## src/core/aseq_pkg.sv

```systemverilog
// Purpose: Shared constants and types for the auxiliary converter step configuration block.
// Assumes: 16-bit step registers on 32-bit APB words; register offsets are word indices.
// Notes: Byte address of a register is four times its index.
package aseq_pkg;

  localparam int unsigned REG_W = 16;
  localparam int unsigned ADDR_W = 12;
  localparam int unsigned NUM_STEPS = 2;
  localparam logic [3:0] FIRST_STEP = 4'h3;

  ////////////////////////////////////////////////////////////////////////////
  // Register indices, byte addresses and reset values
  localparam logic [7:0] STEP3_IDX = 8'h93;
  localparam logic [7:0] STEP4_IDX = 8'h94;
  localparam logic [ADDR_W-1:0] STEP3_ADDR = {2'h0, STEP3_IDX, 2'h0};
  localparam logic [ADDR_W-1:0] STEP4_ADDR = {2'h0, STEP4_IDX, 2'h0};
  localparam logic [REG_W-1:0] STEP3_RESET = 16'h0003;
  localparam logic [REG_W-1:0] STEP4_RESET = 16'h0004;
  localparam logic [ADDR_W-1:0] STEP_ADDR [NUM_STEPS] = '{STEP3_ADDR, STEP4_ADDR};
  localparam logic [REG_W-1:0] STEP_RESET [NUM_STEPS] = '{STEP3_RESET, STEP4_RESET};

  ////////////////////////////////////////////////////////////////////////////
  // Field layout
  localparam int unsigned EN_BIT = 15;
  localparam int unsigned GAIN_HI = 14;
  localparam int unsigned GAIN_LO = 13;
  localparam int unsigned RSV_HI = 12;
  localparam int unsigned RSV_LO = 5;
  localparam int unsigned NEG_BIT = 4;
  localparam int unsigned POS_HI = 3;
  localparam int unsigned POS_LO = 0;
  localparam logic [REG_W-1:0] RW_MASK = 16'hE01F;

  ////////////////////////////////////////////////////////////////////////////
  // Encodings
  localparam logic [1:0] GAIN_CODE_ONE = 2'h0;
  localparam logic [1:0] GAIN_CODE_TWO = 2'h1;
  localparam logic [3:0] POS_EXT_LAST = 4'h7;
  localparam logic [3:0] POS_TEMP = 4'h8;
  localparam logic [3:0] POS_SHORT = 4'h9;
  localparam logic [3:0] POS_DAC = 4'hA;

  typedef enum logic [1:0] {
    ASEQ_GAIN_ONE = 2'b00,
    ASEQ_GAIN_TWO = 2'b01,
    ASEQ_GAIN_FOUR = 2'b10
  } aseq_gain_type;

  typedef enum logic [1:0] {
    ASEQ_NEG_GROUND = 2'b00,
    ASEQ_NEG_EXT7 = 2'b01,
    ASEQ_NEG_AUTO = 2'b10
  } aseq_neg_type;

  typedef enum logic [2:0] {
    ASEQ_SRC_EXTERNAL = 3'b000,
    ASEQ_SRC_TEMP = 3'b001,
    ASEQ_SRC_SHORT = 3'b010,
    ASEQ_SRC_DAC = 3'b011,
    ASEQ_SRC_SUPPLY = 3'b100
  } aseq_src_type;

  typedef enum logic [0:0] {
    ASEQ_IDLE = 1'b0,
    ASEQ_RUN = 1'b1
  } aseq_state_type;

  // Internal sources pick their own negative input
  function automatic logic autoNeg(input logic [3:0] pos);
    return pos > POS_EXT_LAST;
  endfunction

endpackage

```

## src/core/aseq_step_config.sv

```systemverilog
// Purpose: Step three and four configuration registers of the auxiliary converter sequencer.
// Assumes: APB slave, one clock; conversion engine pulses stepAdvance after each conversion.
// Notes: Read data is captured one cycle before the access completes.
`timescale 1ns/1ns
module aseq_step_config (
  input wire logic clk,
  input wire logic rst_n,
  input wire logic clkEn,
  input wire logic psel,
  input wire logic penable,
  input wire logic pwrite,
  input wire logic [aseq_pkg::ADDR_W-1:0] paddr,
  input wire logic [31:0] pwdata,
  output logic [31:0] prdata,
  output logic pready,
  output logic pslverr,
  input wire logic stepAdvance,
  output logic convActive,
  output logic [3:0] convStep,
  output aseq_pkg::aseq_gain_type convGain,
  output aseq_pkg::aseq_neg_type convNeg,
  output logic [3:0] convPos,
  output aseq_pkg::aseq_src_type convClass
);

  localparam int unsigned N = aseq_pkg::NUM_STEPS;
  localparam int unsigned IDXW = (N > 1) ? $clog2(N) : 1;

  ////////////////////////////////////////////////////////////////////////////
  // Address decode
  function automatic logic addrHit(input logic [aseq_pkg::ADDR_W-1:0] a);
    logic hit;
    hit = 1'b0;
    for (int i = 0; i < int'(N); i++) begin
      if (a == aseq_pkg::STEP_ADDR[i]) begin
        hit = 1'b1;
      end
    end
    return hit;
  endfunction

  function automatic logic [IDXW-1:0] addrIndex(input logic [aseq_pkg::ADDR_W-1:0] a);
    logic [IDXW-1:0] idx;
    idx = '0;
    for (int i = 0; i < int'(N); i++) begin
      if (a == aseq_pkg::STEP_ADDR[i]) begin
        idx = IDXW'(i);
      end
    end
    return idx;
  endfunction

  logic [aseq_pkg::REG_W-1:0] cfg_q [N];
  logic [aseq_pkg::REG_W-1:0] cfg_d [N];
  logic [31:0] rdata_q, rdata_d;
  logic captured_q, captured_d;
  logic hit;
  logic [IDXW-1:0] hitIdx;
  logic doWrite;

  assign hit = addrHit(paddr);
  assign hitIdx = addrIndex(paddr);
  // Wait one state so read data can come from a flop
  assign pready = psel && penable && clkEn && captured_q;
  assign pslverr = pready && !hit;
  assign doWrite = pready && pwrite && hit;
  assign prdata = rdata_q;

  ////////////////////////////////////////////////////////////////////////////
  // Register file
  always_comb begin
    for (int i = 0; i < int'(N); i++) begin
      cfg_d[i] = cfg_q[i];
    end
    // Reserved bits 12:5 stay zero
    if (doWrite) begin
      cfg_d[hitIdx] = pwdata[aseq_pkg::REG_W-1:0] & aseq_pkg::RW_MASK;
    end
    rdata_d = rdata_q;
    if (psel && !captured_q) begin
      rdata_d = hit ? {16'h0000, cfg_q[hitIdx]} : 32'h0000_0000;
    end
    captured_d = psel && !pready;
  end

  always_ff @(posedge clk or negedge rst_n) begin
    if (!rst_n) begin
      for (int i = 0; i < int'(N); i++) begin
        cfg_q[i] <= aseq_pkg::STEP_RESET[i];
      end
      rdata_q <= 32'h0000_0000;
      captured_q <= 1'b0;
    end else if (clkEn) begin
      for (int i = 0; i < int'(N); i++) begin
        cfg_q[i] <= cfg_d[i];
      end
      rdata_q <= rdata_d;
      captured_q <= captured_d;
    end
  end

  ////////////////////////////////////////////////////////////////////////////
  // Per-step decode and sequencing
  logic [N-1:0] stepEnables;
  aseq_pkg::aseq_gain_type stepGain [N];
  aseq_pkg::aseq_neg_type stepNeg [N];
  logic [3:0] stepPos [N];
  aseq_pkg::aseq_src_type stepClass [N];

  genvar g;
  generate
    for (g = 0; g < int'(N); g++) begin : gStep
      assign stepEnables[g] = cfg_q[g][aseq_pkg::EN_BIT];
      aseq_step_decode uDecode (
        .cfg(cfg_q[g]),
        .gain(stepGain[g]),
        .negSrc(stepNeg[g]),
        .posCode(stepPos[g]),
        .posClass(stepClass[g])
      );
    end
  endgenerate

  logic [IDXW-1:0] seqIdx;
  logic seqActive;

  aseq_step_sequencer #(
    .NSTEPS(N),
    .IDXW(IDXW)
  ) uSeq (
    .clk(clk),
    .rst_n(rst_n),
    .clkEn(clkEn),
    .stepEnables(stepEnables),
    .stepAdvance(stepAdvance),
    .stepIdx(seqIdx),
    .seqActive(seqActive)
  );

  ////////////////////////////////////////////////////////////////////////////
  // Registered converter settings for the current step
  logic active_q, active_d;
  logic [3:0] step_q, step_d;
  aseq_pkg::aseq_gain_type gain_q, gain_d;
  aseq_pkg::aseq_neg_type neg_q, neg_d;
  logic [3:0] pos_q, pos_d;
  aseq_pkg::aseq_src_type class_q, class_d;

  always_comb begin
    // A step cleared mid-run drops out at once rather than one conversion late
    active_d = seqActive && stepEnables[seqIdx];
    step_d = aseq_pkg::FIRST_STEP + 4'(seqIdx);
    gain_d = stepGain[seqIdx];
    neg_d = stepNeg[seqIdx];
    pos_d = stepPos[seqIdx];
    class_d = stepClass[seqIdx];
  end

  always_ff @(posedge clk or negedge rst_n) begin
    if (!rst_n) begin
      active_q <= 1'b0;
      step_q <= aseq_pkg::FIRST_STEP;
      gain_q <= aseq_pkg::ASEQ_GAIN_ONE;
      neg_q <= aseq_pkg::ASEQ_NEG_GROUND;
      pos_q <= aseq_pkg::STEP3_RESET[aseq_pkg::POS_HI:aseq_pkg::POS_LO];
      class_q <= aseq_pkg::ASEQ_SRC_EXTERNAL;
    end else if (clkEn) begin
      active_q <= active_d;
      step_q <= step_d;
      gain_q <= gain_d;
      neg_q <= neg_d;
      pos_q <= pos_d;
      class_q <= class_d;
    end
  end

  assign convActive = active_q;
  assign convStep = step_q;
  assign convGain = gain_q;
  assign convNeg = neg_q;
  assign convPos = pos_q;
  assign convClass = class_q;

  ////////////////////////////////////////////////////////////////////////////
  // Checks
  logic wrote_q;

  always_ff @(posedge clk or negedge rst_n) begin
    if (!rst_n) begin
      wrote_q <= 1'b0;
    end else if (doWrite) begin
      wrote_q <= 1'b1;
    end
  end

  a_reset_values: assert property (@(posedge clk) disable iff (!rst_n)
    !wrote_q |-> (cfg_q[0] == aseq_pkg::STEP3_RESET && cfg_q[1] == aseq_pkg::STEP4_RESET))
    else $error("step register lost its reset value");

  a_step4_reset_pos: assert property (@(posedge clk) disable iff (!rst_n)
    !wrote_q |-> cfg_q[1][aseq_pkg::POS_HI:aseq_pkg::POS_LO] == 4'h4)
    else $error("step four positive field not at reset code");

  a_reserved_zero: assert property (@(posedge clk) disable iff (!rst_n)
    (pready && !pwrite) |-> (prdata[31:aseq_pkg::REG_W] == 16'h0000 &&
                             prdata[aseq_pkg::RSV_HI:aseq_pkg::RSV_LO] == 8'h00))
    else $error("reserved read data bits not zero");

  a_write_takes: assert property (@(posedge clk) disable iff (!rst_n)
    (doWrite && paddr == aseq_pkg::STEP4_ADDR) |=>
      cfg_q[1] == ($past(pwdata[aseq_pkg::REG_W-1:0]) & aseq_pkg::RW_MASK))
    else $error("write to step four not stored");

  a_one_wait: assert property (@(posedge clk) disable iff (!rst_n)
    (psel && !penable && clkEn ##1 psel && penable && clkEn) |-> pready)
    else $error("access phase not answered after one cycle");

  a_err_unmapped: assert property (@(posedge clk) disable iff (!rst_n)
    (pready && paddr != aseq_pkg::STEP3_ADDR && paddr != aseq_pkg::STEP4_ADDR) |-> pslverr)
    else $error("unmapped access not flagged");

  a_gain_four: assert property (@(posedge clk) disable iff (!rst_n)
    (clkEn && cfg_q[seqIdx][aseq_pkg::GAIN_HI]) |=> convGain == aseq_pkg::ASEQ_GAIN_FOUR)
    else $error("upper gain code not mapped to four");

  a_neg_auto: assert property (@(posedge clk) disable iff (!rst_n)
    (clkEn && aseq_pkg::autoNeg(cfg_q[seqIdx][aseq_pkg::POS_HI:aseq_pkg::POS_LO])) |=>
      convNeg == aseq_pkg::ASEQ_NEG_AUTO)
    else $error("negative select not overridden for internal source");

  a_neg_pin: assert property (@(posedge clk) disable iff (!rst_n)
    (clkEn && !aseq_pkg::autoNeg(cfg_q[seqIdx][aseq_pkg::POS_HI:aseq_pkg::POS_LO]) &&
     cfg_q[seqIdx][aseq_pkg::NEG_BIT]) |=> convNeg == aseq_pkg::ASEQ_NEG_EXT7)
    else $error("negative select one did not pick input seven");

  a_disabled_idle: assert property (@(posedge clk) disable iff (!rst_n)
    (clkEn && !cfg_q[seqIdx][aseq_pkg::EN_BIT]) |=> !convActive)
    else $error("disabled step reported active");

  a_active_enabled: assert property (@(posedge clk) disable iff (!rst_n)
    (clkEn && seqActive && cfg_q[seqIdx][aseq_pkg::EN_BIT]) |=> convActive)
    else $error("enabled step not reported active");

  a_read_step3: assert property (@(posedge clk) disable iff (!rst_n)
    (pready && !pwrite && paddr == aseq_pkg::STEP3_ADDR) |-> prdata == {16'h0000, cfg_q[0]})
    else $error("step three read data differs from register");

  a_read_step4: assert property (@(posedge clk) disable iff (!rst_n)
    (pready && !pwrite && paddr == aseq_pkg::STEP4_ADDR) |-> prdata == {16'h0000, cfg_q[1]})
    else $error("step four read data differs from register");

  a_freeze_state: assert property (@(posedge clk) disable iff (!rst_n)
    !clkEn |=> ($stable(cfg_q[0]) && $stable(cfg_q[1]) && $stable(seqIdx) && $stable(convStep) &&
                $stable(convActive)))
    else $error("state moved while clock enable low");

  a_step_number: assert property (@(posedge clk) disable iff (!rst_n)
    convActive |-> (convStep == aseq_pkg::FIRST_STEP || convStep == aseq_pkg::FIRST_STEP + 4'h1))
    else $error("active step number outside three and four");

  a_gain_one: assert property (@(posedge clk) disable iff (!rst_n)
    (clkEn && cfg_q[seqIdx][aseq_pkg::GAIN_HI:aseq_pkg::GAIN_LO] == aseq_pkg::GAIN_CODE_ONE) |=>
      convGain == aseq_pkg::ASEQ_GAIN_ONE)
    else $error("gain code zero not mapped to one");

  a_gain_two: assert property (@(posedge clk) disable iff (!rst_n)
    (clkEn && cfg_q[seqIdx][aseq_pkg::GAIN_HI:aseq_pkg::GAIN_LO] == aseq_pkg::GAIN_CODE_TWO) |=>
      convGain == aseq_pkg::ASEQ_GAIN_TWO)
    else $error("gain code one not mapped to two");

  a_neg_ground: assert property (@(posedge clk) disable iff (!rst_n)
    (clkEn && !aseq_pkg::autoNeg(cfg_q[seqIdx][aseq_pkg::POS_HI:aseq_pkg::POS_LO]) &&
     !cfg_q[seqIdx][aseq_pkg::NEG_BIT]) |=> convNeg == aseq_pkg::ASEQ_NEG_GROUND)
    else $error("negative select zero did not pick analog ground");

  a_class_external: assert property (@(posedge clk) disable iff (!rst_n)
    (clkEn && cfg_q[seqIdx][aseq_pkg::POS_HI:aseq_pkg::POS_LO] <= aseq_pkg::POS_EXT_LAST) |=>
      convClass == aseq_pkg::ASEQ_SRC_EXTERNAL)
    else $error("external code not classed as external input");

  a_class_temp: assert property (@(posedge clk) disable iff (!rst_n)
    (clkEn && cfg_q[seqIdx][aseq_pkg::POS_HI:aseq_pkg::POS_LO] == aseq_pkg::POS_TEMP) |=>
      convClass == aseq_pkg::ASEQ_SRC_TEMP)
    else $error("temperature code not classed as sensor");

  c_write_step3: cover property (@(posedge clk) disable iff (!rst_n)
    doWrite && paddr == aseq_pkg::STEP3_ADDR);

  c_both_steps: cover property (@(posedge clk) disable iff (!rst_n)
    convActive && convStep == 4'h3 ##[1:20] convActive && convStep == 4'h4);

  c_unmapped: cover property (@(posedge clk) disable iff (!rst_n)
    pslverr);

  c_internal: cover property (@(posedge clk) disable iff (!rst_n)
    convActive && convNeg == aseq_pkg::ASEQ_NEG_AUTO);

endmodule

```

## src/core/aseq_step_decode.sv

```systemverilog
// Purpose: Decodes one step configuration word into converter settings.
// Assumes: Purely combinational; caller registers the results.
// Notes: Supply monitor codes are passed through as raw positive code.
`timescale 1ns/1ns
module aseq_step_decode (
  input wire logic [aseq_pkg::REG_W-1:0] cfg,
  output aseq_pkg::aseq_gain_type gain,
  output aseq_pkg::aseq_neg_type negSrc,
  output logic [3:0] posCode,
  output aseq_pkg::aseq_src_type posClass
);

  logic [3:0] pos;

  always_comb begin
    pos = cfg[aseq_pkg::POS_HI:aseq_pkg::POS_LO];
    posCode = pos;
    // Both upper codes mean four
    case (cfg[aseq_pkg::GAIN_HI:aseq_pkg::GAIN_LO])
      aseq_pkg::GAIN_CODE_ONE: gain = aseq_pkg::ASEQ_GAIN_ONE;
      aseq_pkg::GAIN_CODE_TWO: gain = aseq_pkg::ASEQ_GAIN_TWO;
      default: gain = aseq_pkg::ASEQ_GAIN_FOUR;
    endcase
    if (aseq_pkg::autoNeg(pos)) begin
      negSrc = aseq_pkg::ASEQ_NEG_AUTO;
    end else if (cfg[aseq_pkg::NEG_BIT]) begin
      negSrc = aseq_pkg::ASEQ_NEG_EXT7;
    end else begin
      negSrc = aseq_pkg::ASEQ_NEG_GROUND;
    end
    case (pos)
      aseq_pkg::POS_TEMP: posClass = aseq_pkg::ASEQ_SRC_TEMP;
      aseq_pkg::POS_SHORT: posClass = aseq_pkg::ASEQ_SRC_SHORT;
      aseq_pkg::POS_DAC: posClass = aseq_pkg::ASEQ_SRC_DAC;
      default: posClass = (pos > aseq_pkg::POS_EXT_LAST) ? aseq_pkg::ASEQ_SRC_SUPPLY
                                                         : aseq_pkg::ASEQ_SRC_EXTERNAL;
    endcase
  end

endmodule

```

## src/core/aseq_step_sequencer.sv

```systemverilog
// Purpose: Walks the enabled steps in ascending order, skipping disabled ones.
// Assumes: stepAdvance is a one-cycle pulse on the same clock.
// Notes: Wraps to the lowest enabled step after the highest.
`timescale 1ns/1ns
module aseq_step_sequencer #(
  parameter int unsigned NSTEPS = 2,
  parameter int unsigned IDXW = (NSTEPS > 1) ? $clog2(NSTEPS) : 1
) (
  input wire logic clk,
  input wire logic rst_n,
  input wire logic clkEn,
  input wire logic [NSTEPS-1:0] stepEnables,
  input wire logic stepAdvance,
  output logic [IDXW-1:0] stepIdx,
  output logic seqActive
);

  aseq_pkg::aseq_state_type state_q, state_d;
  logic [IDXW-1:0] idx_q, idx_d;

  function automatic logic [IDXW-1:0] nextEnabled(input logic [NSTEPS-1:0] en, input logic [IDXW-1:0] cur);
    logic [IDXW-1:0] res;
    logic found;
    int k;
    res = cur;
    found = 1'b0;
    k = 0;
    for (int i = 1; i <= int'(NSTEPS); i++) begin
      k = (int'(cur) + i) % int'(NSTEPS);
      if (!found && en[k]) begin
        res = IDXW'(k);
        found = 1'b1;
      end
    end
    return res;
  endfunction

  always_comb begin
    state_d = state_q;
    idx_d = idx_q;
    case (state_q)
      aseq_pkg::ASEQ_IDLE: begin
        if (|stepEnables) begin
          state_d = aseq_pkg::ASEQ_RUN;
          idx_d = nextEnabled(stepEnables, IDXW'(NSTEPS - 1));
        end
      end
      aseq_pkg::ASEQ_RUN: begin
        if (!(|stepEnables)) begin
          state_d = aseq_pkg::ASEQ_IDLE;
        end else if (stepAdvance || !stepEnables[idx_q]) begin
          idx_d = nextEnabled(stepEnables, idx_q);
        end
      end
      default: state_d = aseq_pkg::ASEQ_IDLE;
    endcase
  end

  always_ff @(posedge clk or negedge rst_n) begin
    if (!rst_n) begin
      state_q <= aseq_pkg::ASEQ_IDLE;
      idx_q <= '0;
    end else if (clkEn) begin
      state_q <= state_d;
      idx_q <= idx_d;
    end
  end

  assign stepIdx = idx_q;
  assign seqActive = (state_q == aseq_pkg::ASEQ_RUN);

  ////////////////////////////////////////////////////////////////////////////
  // Checks
  a_run_needs_enable: assert property (@(posedge clk) disable iff (!rst_n)
    (clkEn && !(|stepEnables)) |=> !seqActive)
    else $error("sequencer running with no step enabled");

  a_advance_ascending: assert property (@(posedge clk) disable iff (!rst_n)
    (clkEn && seqActive && stepAdvance && (&stepEnables) && stepIdx == '0) |=> stepIdx == IDXW'(1))
    else $error("sequencer did not advance to next step");

endmodule

```

## config.mk

```make
export PLATFORM = sky130hd
export DESIGN_NAME = aseq_step_config
export DESIGN_NICKNAME = d
export VERILOG_FILES = /design/src/core/aseq_pkg.sv /design/src/core/aseq_step_config.sv /design/src/core/aseq_step_decode.sv /design/src/core/aseq_step_sequencer.sv
export SDC_FILE = /design/constraint.sdc
export NUM_CORES = 1
export LEC_CHECK = 0
export ABC_AREA = 1
export ABC_CLOCK_PERIOD_IN_PS = 2000
export BUFFER_PORTS_ARGS = -buffer_cell sky130_fd_sc_hd__buf_2
export CORE_ASPECT_RATIO = 1.75
export CORE_MARGIN = 2
export CORE_UTILIZATION = 50
export DETAILED_ROUTE_END_ITERATION = 8
export GPL_ROUTABILITY_DRIVEN = 0
export HOLD_SLACK_MARGIN = 0.05
export MAX_ROUTING_LAYER = met4
export PLACE_DENSITY = 0.91
export SYNTH_ARGS = -nofsm -noshare
export SYNTH_HDL_FRONTEND = slang
export SYNTH_SLANG_ARGS = --single-unit
```

## constraint.sdc

```tcl
create_clock -name clk -period 2 [get_ports clk]
set_input_delay 0.4 -clock clk [delete_from_list [all_inputs] [get_ports clk]]
set_output_delay 0.4 -clock clk [all_outputs]
set_load 0.02 [all_outputs]
```

==> results of run 1 <==
flip-flops by register name (all words and copies together), names as in the netlist, 2 cells and up:
register and count:
cfg_q 16, prdata 8, convPos 4, convClass 3, convGain 2, convNeg 2, convStep 2
cell usage after synthesis (all sizes together):
master,n
a21boi,1
a21o,1
a21oi,4
buf,30
clkbuf,1
clkinv,1
conb,1
dfrtp,35
dfstp,6
inv,32
mux2i,1
nand2,101
nand3,41
nand3b,1
nand4,2
nor2,18
o211ai,3
o21ai,2
o221ai,4
o311ai,2
cell families (layout without fill, tap and decap cells):
logic type / after synthesis / count (layout) / synth area share, %
AOI/OAI and AO/OA: 17 / 17 / 5.218
and+or+nand+nor: 163 / 163 / 33.48
other: 1 / 25 / 0.1629
buffers and inverters: 64 / 96 / 15.81
muxes: 1 / 1 / 0.4348
DFF: 41 / 41 / 44.89
area by class of cell:
type | instances | share of cell area (%)
Sequential cell | 41 | 39.43
Clock inverter | 1 | 1.146
Clock buffer | 7 | 3.294
Inverter | 33 | 4.869
Multi-Input combinational cell | 206 | 37.95
Tap cell | 51 | 2.434
Timing Repair Buffer | 55 | 10.88
power breakdown:
| part | switching [mW] | internal [mW] | total, mW |
|---|---|---|---|
| combinational | 0.108 | 0.0334 | 0.141 |
| clock | 0.283 | 0.407 | 0.690 |
| sequential | 0.00153 | 0.832 | 0.833 |
| total | 0.392 | 1.27 | 1.66 |
worst max-delay path by stage:
stage,startpoint,endpoint,slack (ps),depth (start not counted)
after global routing,captured_q$_DFFE_PN0P_,pslverr,260,4
after CTS,captured_q$_DFFE_PN0P_,pslverr,330,4
after detailed placement,paddr[1],prdata[4]$_DFFE_PN0P_,360,9
after global placement,paddr[1],cfg_q[18]$_DFFE_PN0P_,400,9
final,captured_q$_DFFE_PN0P_,pslverr,350,4
after floorplan,clkEn,pslverr,200,4
through the flow:
step	utilization [%]	total power [mW]	cell area, um^2	hold slack [ps]
after detailed placement	56.88	0.9908	2505	464.4
after floorplan	-	0.9707	2392	104.4
final	59.52	1.664	2621	151.3
after CTS	59.52	1.671	2621	170.2
after global routing	59.52	1.715	2621	199.0
after global placement	56.88	0.9869	2505	460.5
cell usage in the layout, fill, tap and decap left out, types with 2 or more instances in the layout:
cell type                  synthesis  layout
sky130_fd_sc_hd__nand2_2           3       3
sky130_fd_sc_hd__o21ai_0           2       2
sky130_fd_sc_hd__buf_2             0      51
sky130_fd_sc_hd__nand4_4           2       2
sky130_fd_sc_hd__nand2_4           3       3
sky130_fd_sc_hd__clkbuf_8          0       6
sky130_fd_sc_hd__o311ai_0          2       2
sky130_fd_sc_hd__a21oi_1           4       4
sky130_fd_sc_hd__nor2_2            3       3
sky130_fd_sc_hd__dfrtp_1          35      35
sky130_fd_sc_hd__dfstp_2           6       6
sky130_fd_sc_hd__nor2_4            2       2
sky130_fd_sc_hd__inv_1            30      30
sky130_fd_sc_hd__nand2_1          95      95
sky130_fd_sc_hd__nor2_1           12      12
sky130_fd_sc_hd__o211ai_1          3       3
sky130_fd_sc_hd__conb_1            1      25
sky130_fd_sc_hd__o221ai_1          4       4
sky130_fd_sc_hd__nand3_1          41      41
sky130_fd_sc_hd__buf_4            28       4
layer usage:
layer	GRT usage, %	share of wire [%]
met3	3.581	5.8
met2	39.58	55
met1	21.79	36
met5	-	0
met4	9.350	2.9
==> results.md, run 1 <==
| Parameter | Value |
| --- | --- |
| Number of instances in the synthesized netlist | 287 |
| Number of standard-cell rows in the floorplan | 32 |
| Dominant cell type by area after synthesis | sky130_fd_sc_hd__dfrtp_1 |
| Category of the most critical setup path | reg -> out |
| Number of nets in the layout | 393 |
| Kind of capture point of the worst setup path | primary output |
| Post-CTS Setup Inserts | 0 |
| Setup TNS | 0 ps |
| Fill cell count | 407 |
| Chip Width | 55.30 um |
| Antenna violations before repair | 0 |
| Largest stage delay on the critical path | 350 ps |
| Placed cell count | 386 |
| Unrepaired setup endpoints after global routing | false |
| Terminus of the critical flop-to-flop path | convPos[3]$_DFFE_PN0P_ |
| Clock tree sinks | 41 |
| Clock transition at the registers of the reported paths | 80 ps |
| Number of buffers inserted for hold repair after clock tree synthesis | 0 |
| Remaining global-route overflow | 0 |
| Leakage dissipation | 1.577 nW |
| Final count of pins violating max slew | 0 |
| Hold Fails Final Rpt | 0 |
| Number of vias per cell | 5.150 |
| Number of global-route vias before repair | 1971 |
| Inserted Clock Buffers | 5 |
| Setup clock skew after layout | 4.744 ps |
| Starting utilization of the core area | 52.27% |
| Number of diodes added for antenna fixing | 0 |
| Setup slack after layout | 350.0 ps |
| Number of violations of the max-capacitance limit | 0 |
| Bufs on Longest Clock Path | 2 |
| Number of vias in the routed layout | 2029 |
| Core ar. | 4404 um^2 |
| Non-filler instance count after layout | 394 |
| Multi-input logic area | 994.7 um^2 |
| Sequential element share of the synthesized area | 44.89% |
| Worst setup SP type | flop |
| Share of cells above drive strength 1 | 24.78% |
| Start of the worst register-to-register path | uSeq.stepIdx$_DFFE_PN0P_ |
| H-tree levels | 2 |
| Worst slack at placement | 364.4 ps |
| Crit path required time | 1600 ps |
| Max frequency | 0.6061 GHz |
| Count of pins on the block boundary | 101 |
| Register-to-register setup slack | 630 ps |
| Routed wire length | 5014 um |
| Top-area cell type share of the netlist area | 38.04% |
| Die Outline Area | 5185 um^2 |
| Sequential cell area in the final layout | 1033 um^2 |
| Clock tree root driver cell | sky130_fd_sc_hd__clkbuf_8 |
| Arrival time of the worst setup path | 1250 ps |
| Slowest cell on the critical path | sky130_fd_sc_hd__dfrtp_1 |
| Number of nets with antenna violations after detailed routing | 0 |
| Overall Global Routing Usage | 21.37% |
| Kind of cell adding the most delay to the critical path | flip-flops |
| Peak supply drop | 0.5110 mV |
| Total half-perimeter wirelength after legalization and detailed placement | 3882 um |
| Worst R2R Path Depth | 6 |
| Wire length of the first global-routing pass | 8638 um |
| Final Cycle Share | 82.50% |
| Result of the run | completed |
| Final setup violating endpoints | 0 |
| Pin count of the biggest net entering global routing | 42 |
| Mean routed wirelength per cell | 12.73 um |
| Synth warnings | 0 |
| Maximum fanout along the worst path | 3 |
| Average cell area after synthesis | 8.022 um^2 |
| Post-synthesis cell type count | 28 |
| Total DRC errors in the routed layout | 0 |
| Most area-consuming cells after synthesis | sky130_fd_sc_hd__dfrtp_1 38%, sky130_fd_sc_hd__nand2_1 15%, sky130_fd_sc_hd__buf_4 9.1% |
| Pre-Repair DR Iteration Count | 4 |
| Critical path, cell by cell | nand2_1 > nor2_2 > a21boi_0 > buf_2 |
| Count of routing violations after the opening detailed-route iteration | 72 |
| Register bit count reported by yosys | 41 |
| Die height | 93.77 um |
| Period minus WS final | 1650 ps |
| Min-delay worst type | in -> async |
| Number of buffers inserted by port buffering | 51 |
| Clock Latency Late Sink | 300 ps |
| Critical path buffers and inverters | 1 |
| TritonCTS clock tree | done |
| Area overhead of the layout relative to synthesis | 13.86% |
| Number of instances resized during post-cts repair | 0 |
| Power density over cell area | 635.0 nW/um^2 |
| Post-synthesis instance area | 2302 um^2 |
(Power assumes the default switching activity.)
==> run 2, diff against run 1 <==
ABC_AREA = 0   (was 1)
ABC_CLOCK_PERIOD_IN_PS = 1650   (was 2000)
CORE_UTILIZATION = 46   (was 50)
PLACE_DENSITY = 0.87   (was 0.91)
clock period = 1.65 ns   (was 2 ns; I/O delays follow)
==> results.md, run 2 <==
| Parameter | Value |
| --- | --- |
| Result of the run | completed |
| Fill cell count | 364 |
| Peak supply drop | 0.6649 mV |
| Min-delay worst type | in -> async |
| Starting utilization of the core area | 47.22% |
| Worst slack at placement | -114.5 ps |
| H-tree levels | 2 |
| Terminus of the critical flop-to-flop path | cfg_q[15]$_DFFE_PN0P_ |
| Crit-path most repeated cell | sky130_fd_sc_hd__nor4_4 |
| Count of pins on the block boundary | 101 |
| Number of violations of the max-capacitance limit | 0 |
| Number of gates on the worst path with buffers counted | 7 |
| Dominant cell type by area after synthesis | sky130_fd_sc_hd__dfrtp_1 |
| Final setup violating endpoints | 0 |
| Relative slew slack | 65.96% |
| Synth warnings | 0 |
| Number of standard-cell rows in the floorplan | 32 |
| Category of the most critical setup path | in -> reg |
| Hold Fails Final Rpt | 0 |
| Number of buffers inserted by port buffering | 51 |
| Crit path required time | 1830 ps |
| Kind of capture point of the worst setup path | flop |
| Leakage dissipation | 1.280 nW |
| Max frequency | 0.6229 GHz |
| Clock tree sinks | 41 |
| Die Outline Area | 5052 um^2 |
| Core ar. | 4364 um^2 |
| Share of cells above drive strength 1 | 42.97% |
| Unrepaired setup endpoints after global routing | true |
| Worst setup SP type | primary input |
| Number of global-route vias before repair | 1541 |
| Period minus WS final | 1605 ps |
| Chip Width | 54.60 um |
| Worst setup path startpoint | paddr[0] |
| Most common library cell in the layout ignoring fill and taps | sky130_fd_sc_hd__buf_2 |
| Top-area cell type share of the netlist area | 42.50% |
| Primary FF master, synth | sky130_fd_sc_hd__dfrtp_1 |
| Fraction of the core area covered by cells at the end of the flow | 59.03% |
| Post-synthesis instance area | 2061 um^2 |
| Met3 wire len | 251 um |
| Routed length on met2 | 2487 um |
| Number of instances in the synthesized netlist | 179 |
| Most area-consuming cells after synthesis | sky130_fd_sc_hd__dfrtp_1 43%, sky130_fd_sc_hd__buf_4 9.8%, sky130_fd_sc_hd__mux2_2 9.3% |
| Pre-Repair DR Iteration Count | 4 |
| Critical path, cell by cell | buf_2 > nor4_4 > nand2_2 > buf_6 > nor4_4 > buf_12 > mux2_2 |
| Remaining global-route overflow | 0 |
| Post-placement cell area | 2414 um^2 |
| Final non-filler cell area | 2576 um^2 |
| Register with the highest flop count | cfg_q |
| Wire length of the first global-routing pass | 6975 um |
| Total half-perimeter wirelength after legalization and detailed placement | 3211 um |
| Antenna violations before repair | 0 |
| Number of nets in the layout | 299 |
| Clock Latency Late Sink | 290 ps |
| Clock tree root driver cell | sky130_fd_sc_hd__clkbuf_8 |
| PnR Total Power | 2.102 mW |
| Number of flip-flops under the largest register name | 16 |
| Kind of cell adding the most delay to the critical path | simple AND/OR/NAND/NOR gates |
| Cell types with the highest counts after synthesis | 35 x sky130_fd_sc_hd__dfrtp_1, 27 x sky130_fd_sc_hd__buf_4, 17 x sky130_fd_sc_hd__mux2_2 |
| Number of buffers inserted for hold repair after clock tree synthesis | 0 |
| Maximum fanout along the worst path | 8 |
| Critical path buffers and inverters | 3 |
| Total DRC errors in the routed layout | 0 |
| Proportion of register bits with asynchronous set or reset after synthesis | 100.0% |
| Power density over cell area | 815.9 nW/um^2 |
| Area overhead of the layout relative to synthesis | 25.02% |
| Slew @ Worst Pin | 510.7 ps |
| Slowest cell on the critical path | sky130_fd_sc_hd__nor4_4 |
| Overall Global Routing Usage | 19.65% |
| Final count of pins violating max slew | 0 |
| TritonCTS clock tree | done |
| Setup clock skew after layout | 9.098 ps |
| Number of nets with antenna violations after detailed routing | 0 |
| WL met1 | 1596 um |
| Count of flip-flops with a built-in enable after synthesis | 0 |
| Count of routing violations after the opening detailed-route iteration | 44 |
| Largest stage delay on the critical path | 330 ps |
| Number of vias per cell | 5.283 |
| Inserted Clock Buffers | 5 |
| Worst R2R Path Depth | 5 |
| Bufs on Longest Clock Path | 2 |
| Start of the worst register-to-register path | captured_q$_DFFE_PN0P_ |
| Die height | 92.54 um |
| Most frequent cell after synthesis | sky130_fd_sc_hd__dfrtp_1 |
| Register bit count reported by yosys | 41 |
| Mean routed wirelength per cell | 14.88 um |
| Number of diodes added for antenna fixing | 0 |
| Setup slack after layout | 44.56 ps |
| Sequential element share of the synthesized area | 50.15% |
| Number of vias in the routed layout | 1585 |
| Final Cycle Share | 97.30% |
| Clock transition at the registers of the reported paths | 80 ps |
| Most used cells in the layout excluding fill and tap cells | 49 x sky130_fd_sc_hd__buf_2, 35 x sky130_fd_sc_hd__dfrtp_1, 25 x sky130_fd_sc_hd__conb_1, 16 x sky130_fd_sc_hd__buf_4, 12 x sky130_fd_sc_hd__mux2_2 |
| Routed wire length | 4464 um |
| Register-to-register setup slack | 180 ps |
| Arrival time of the worst setup path | 1780 ps |
| Post-synthesis cell type count | 36 |
| Pin count of the biggest net entering global routing | 42 |
| Average cell area after synthesis | 11.51 um^2 |
| Max Used Layer | met4 |
[run 2: cell types whose count changed after synthesis, sizes merged, moves of 4 or more]
cell   previous run  this run
nand2           101         8
a21oi             4        11
a221o             0         8
and2              0         9
inv              32         5
mux2              0        17
nor2             18        11
nand3            41         3
mux2i             1         5
nor4              0         7
[run 2: layer usage]
metal  GRT usage (%)  up-vias
met1           21.20      773
met5               -        -
met2           32.84       75
li1                -      727
met3           3.065       10
met4           10.42        0
[run 2: what timing repair did]
item,in CTS,in global routing
pin swaps,2,4
buffers inserted,1,0
endpoints found under the setup margin,15,12
endpoints found under the hold margin,0,0
resized for setup,3,8
[run 2: area by class of cell]
cell class | count | area [um^2] | area share (%)
sequential | 41 | 1033 | 40.12
clock inverter | 1 | 30.03 | 1.166
timing repair buffer | 68 | 416.7 | 16.17
tap | 51 | 63.81 | 2.477
inverter | 6 | 22.52 | 0.8742
multi-input combinational | 126 | 923.4 | 35.84
clock buffer | 7 | 86.33 | 3.351
[run 2: cells by family after synthesis]
logic type,Yosys count,synth area share (%)
buffers and inverters,36,11.48
flip-flops,41,50.15
other,1,0.1820
multiplexers,22,11.72
AND/OR/NAND/NOR,43,13.48
AO/OA/AOI/OAI,34,12.14
XOR/XNOR,2,0.8502
[run 2: how the worst max path moves through the flow]
stage | to | slack, ps
final | cfg_q[15]$_DFFE_PN0P_ | 40
after global routing | cfg_q[14]$_DFFE_PN0P_ | -6
after CTS | cfg_q[0]$_DFFE_PN0P_ | 20
after detailed placement | cfg_q[13]$_DFFE_PN0P_ | -110
after global placement | cfg_q[30]$_DFFE_PN0P_ | -80
after floorplan | cfg_q[0]$_DFFE_PN0P_ | 40
[run 2: report_power, final]
part           leakage (nW)  internal, mW  switching, mW
Clock                0.0585         0.493          0.334
Sequential            0.538          1.03         0.0120
Combinational         0.684        0.0726          0.161
Total                  1.28          1.60          0.507
[run 2: stage by stage]
step	setup TNS, ps	instances	hold slack (ps)
2_1_floorplan	0	203	34.41
3_3_place_gp	-1267	292	407.2
3_5_place_dp	-2063	292	421.2
4_1_cts	0	300	106.0
5_1_grt	-14.54	300	130.8
6_report	0	300	85.53
==> run 3, diff against run 2 <==
CORE_UTILIZATION = 47   (was 46)
GPL_TIMING_DRIVEN = 0   (was default)
SYNTH_HIERARCHICAL = 1   (was default)
==> results.md, run 3 <==
| Parameter | Value |
| --- | --- |
| Result of the run | completed |
| Kind of capture point of the worst setup path | primary output |
| Number of diodes added for antenna fixing | 0 |
| Bufs on Longest Clock Path | 2 |
| Average cell area after synthesis | 10.66 um^2 |
| Count of routing violations after the opening detailed-route iteration | 49 |
| Clock tree root driver cell | sky130_fd_sc_hd__clkbuf_8 |
| Number of vias in the routed layout | 1686 |
| Start of the worst register-to-register path | captured_q$_DFFE_PN0P_ |
| Register-to-register setup slack | 110 ps |
| Die Outline Area | 5355 um^2 |
| H-tree levels | 2 |
| Final setup violating endpoints | 0 |
| Mean routed wirelength per cell | 13.33 um |
| Fill cell count | 371 |
| Most used cells in the layout excluding fill and tap cells | 51 x sky130_fd_sc_hd__buf_2, 38 x sky130_fd_sc_hd__buf_4, 35 x sky130_fd_sc_hd__dfrtp_1, 25 x sky130_fd_sc_hd__conb_1, 22 x sky130_fd_sc_hd__mux2i_1 |
| Register with the highest flop count | cfg_q |
| Clock Latency Late Sink | 300 ps |
| Slew @ Worst Pin | 893.6 ps |
| Routed wire length | 4667 um |
| Post-placement cell area | 2688 um^2 |
| Number of vias per cell | 4.817 |
| Number of instances in the synthesized netlist | 210 |
| Period minus WS final | 1574 ps |
| Min-delay worst type | in -> async |
| Crit path required time | 1320 ps |
| Total DRC errors in the routed layout | 0 |
| Sw Pwr | 0.5217 mW |
| Dominant cell type by area after synthesis | sky130_fd_sc_hd__dfrtp_1 |
| Critical path, cell by cell | and4_4 > a21boi_1 > buf_2 |
| Final Cycle Share | 95.40% |
| Category of the most critical setup path | reg -> out |
| Reg power frac | 48.4% |
| Top-area cell type share of the netlist area | 39.11% |
| Critical path buffers and inverters | 1 |
| Clock tree sinks | 41 |
| Starting utilization of the core area | 48.43% |
| Synth warnings | 6 |
| Worst setup SP type | flop |
| Inserted Clock Buffers | 5 |
| Relative slew slack | 40.43% |
| Pin count of the biggest net entering global routing | 42 |
| Count of flip-flops with a built-in enable after synthesis | 0 |
| Antenna violations before repair | 0 |
| Remaining global-route overflow | 0 |
| Kind of cell adding the most delay to the critical path | flip-flops |
| Die height | 95.32 um |
| Power density over cell area | 746.0 nW/um^2 |
| Fraction of power consumed by the clock network | 38.4% |
| Number of violations of the max-capacitance limit | 0 |
| Area overhead of the layout relative to synthesis | 28.94% |
| Overall Global Routing Usage | 19.01% |
| Primary FF master, synth | sky130_fd_sc_hd__dfrtp_1 |
| Core ar. | 4624 um^2 |
| Setup clock skew after layout | 3.256 ps |
| Number of gates on the worst path with buffers counted | 3 |
| Number of buffers inserted by port buffering | 51 |
| Most area-consuming cells after synthesis | sky130_fd_sc_hd__dfrtp_1 39%, sky130_fd_sc_hd__buf_4 11%, sky130_fd_sc_hd__mux2i_1 9.8% |
| Share of cells above drive strength 1 | 46.98% |
| Worst R2R Path Depth | 5 |
| Total half-perimeter wirelength after legalization and detailed placement | 3474 um |
| Minimum hold slack | 155.9 ps |
| Peak supply drop | 0.7157 mV |
| Final count of pins violating max slew | 0 |
| Most common library cell in the layout ignoring fill and taps | sky130_fd_sc_hd__buf_2 |
| Cell types with the highest counts after synthesis | 35 x sky130_fd_sc_hd__dfrtp_1, 34 x sky130_fd_sc_hd__buf_4, 22 x sky130_fd_sc_hd__mux2i_1 |
| Pre-Repair DR Iteration Count | 4 |
| Hold Fails Final Rpt | 0 |
| Cell-internal power | 1.633 mW |
| Leakage dissipation | 1.439 nW |
| Number of global-route vias before repair | 1623 |
| Post-synthesis instance area | 2240 um^2 |
| Max frequency | 0.6353 GHz |
| Wire length of the first global-routing pass | 7507 um |
| Chip Width | 56.18 um |
| Number of nets in the layout | 348 |
| Unrepaired setup endpoints after global routing | false |
| Most frequent cell after synthesis | sky130_fd_sc_hd__dfrtp_1 |
| Slowest cell on the critical path | sky130_fd_sc_hd__dfrtp_1 |
| TritonCTS clock tree | done |
| Net switching share of the total power | 24.22% |
| Final non-filler cell area | 2888 um^2 |
| Proportion of register bits with asynchronous set or reset after synthesis | 100.0% |
| Combinational fraction of design power | 13.2% |
| Largest stage delay on the critical path | 380 ps |
| Number of buffers inserted for hold repair after clock tree synthesis | 0 |
| Number of standard-cell rows in the floorplan | 33 |
| Arrival time of the worst setup path | 1240 ps |
| Maximum fanout along the worst path | 3 |
| Count of pins on the block boundary | 101 |
| Terminus of the critical flop-to-flop path | cfg_q[18]$_DFFE_PN0P_ |
| Register bit count reported by yosys | 41 |
| Sequential element share of the synthesized area | 46.15% |
| Number of flip-flops under the largest register name | 16 |
| Number of nets with antenna violations after detailed routing | 0 |
| Clock transition at the registers of the reported paths | 70 ps |
| Post-synthesis cell type count | 31 |
## run 3: final cells by class
cell class,instances,area (um^2),share of cell area [%]
clock inverter,1,30.03,1.040
multi-input combinational,146,1044,36.14
tap,52,65.06,2.253
sequential,41,1033,35.79
timing repair buffer,56,317.8,11.01
buffer,44,300.3,10.40
clock buffer,7,86.33,2.990
inverter,3,11.26,0.3899
## run 3: metal layers
metal  GRT usage, %  part of all wire (%)  up-vias
met4          10.32                   3.4        0
met3          4.885                   6.0       11
li1               -                     -      827
met2          34.02                    54       60
met1          18.54                    36      788
met5              -                     0        -
## run 3: how the worst max path moves through the flow
stage,end,start
after floorplan,cfg_q[18]$_DFFE_PN0P_,paddr[8]
after global placement,cfg_q[30]$_DFFE_PN0P_,paddr[8]
after detailed placement,cfg_q[18]$_DFFE_PN0P_,paddr[8]
after CTS,cfg_q[18]$_DFFE_PN0P_,captured_q$_DFFE_PN0P_
after global routing,convClass[1]$_DFFE_PN0P_,uSeq/stepIdx$_DFFE_PN0P_
final,pslverr,captured_q$_DFFE_PN0P_
## run 3: per-stage QoR
| stage | setup TNS, ps | setup slack [ps] | utilization, % | power [mW] | cells |
|---|---|---|---|---|---|
| 6_report | 0 | 75.94 | 62.45 | 2.154 | 350 |
| 5_1_grt | 0 | 20.25 | 62.45 | 2.239 | 350 |
| 4_1_cts | -202.1 | -31.75 | 61.58 | 2.163 | 347 |
| 3_5_place_dp | -8189 | -421.4 | 58.12 | 1.333 | 337 |
| 3_3_place_gp | -7203 | -393.9 | 58.12 | 1.328 | 337 |
| 2_1_floorplan | -323.2 | -56.51 | - | 1.235 | 234 |
## run 3: power groups by stage
stage	registers, mW	logic [mW]	clock network (mW)
3_5_place_dp	1.06	0.271	0
6_report	1.04	0.284	0.827
2_1_floorplan	1.09	0.150	0
3_3_place_gp	1.06	0.266	0
5_1_grt	1.05	0.309	0.884
4_1_cts	1.04	0.272	0.849
## run 3: kinds of logic after synthesis
group / synth area share [%]
flip-flops: 46.15
buffers and inverters: 13.63
multiplexers: 18.38
AND/OR/NAND/NOR: 12.74
XOR/XNOR: 0.7823
AO/OA/AOI/OAI: 8.157
other: 0.1674
## run 3: repair_timing
action                                  in CTS  in global routing
endpoints found under the hold margin        0                  0
endpoints found under the setup margin      31                 20
setup buffers                                2                  3
pin swaps                                    1                  2
cloned                                       0                  0
gates resized for setup                      2                  7
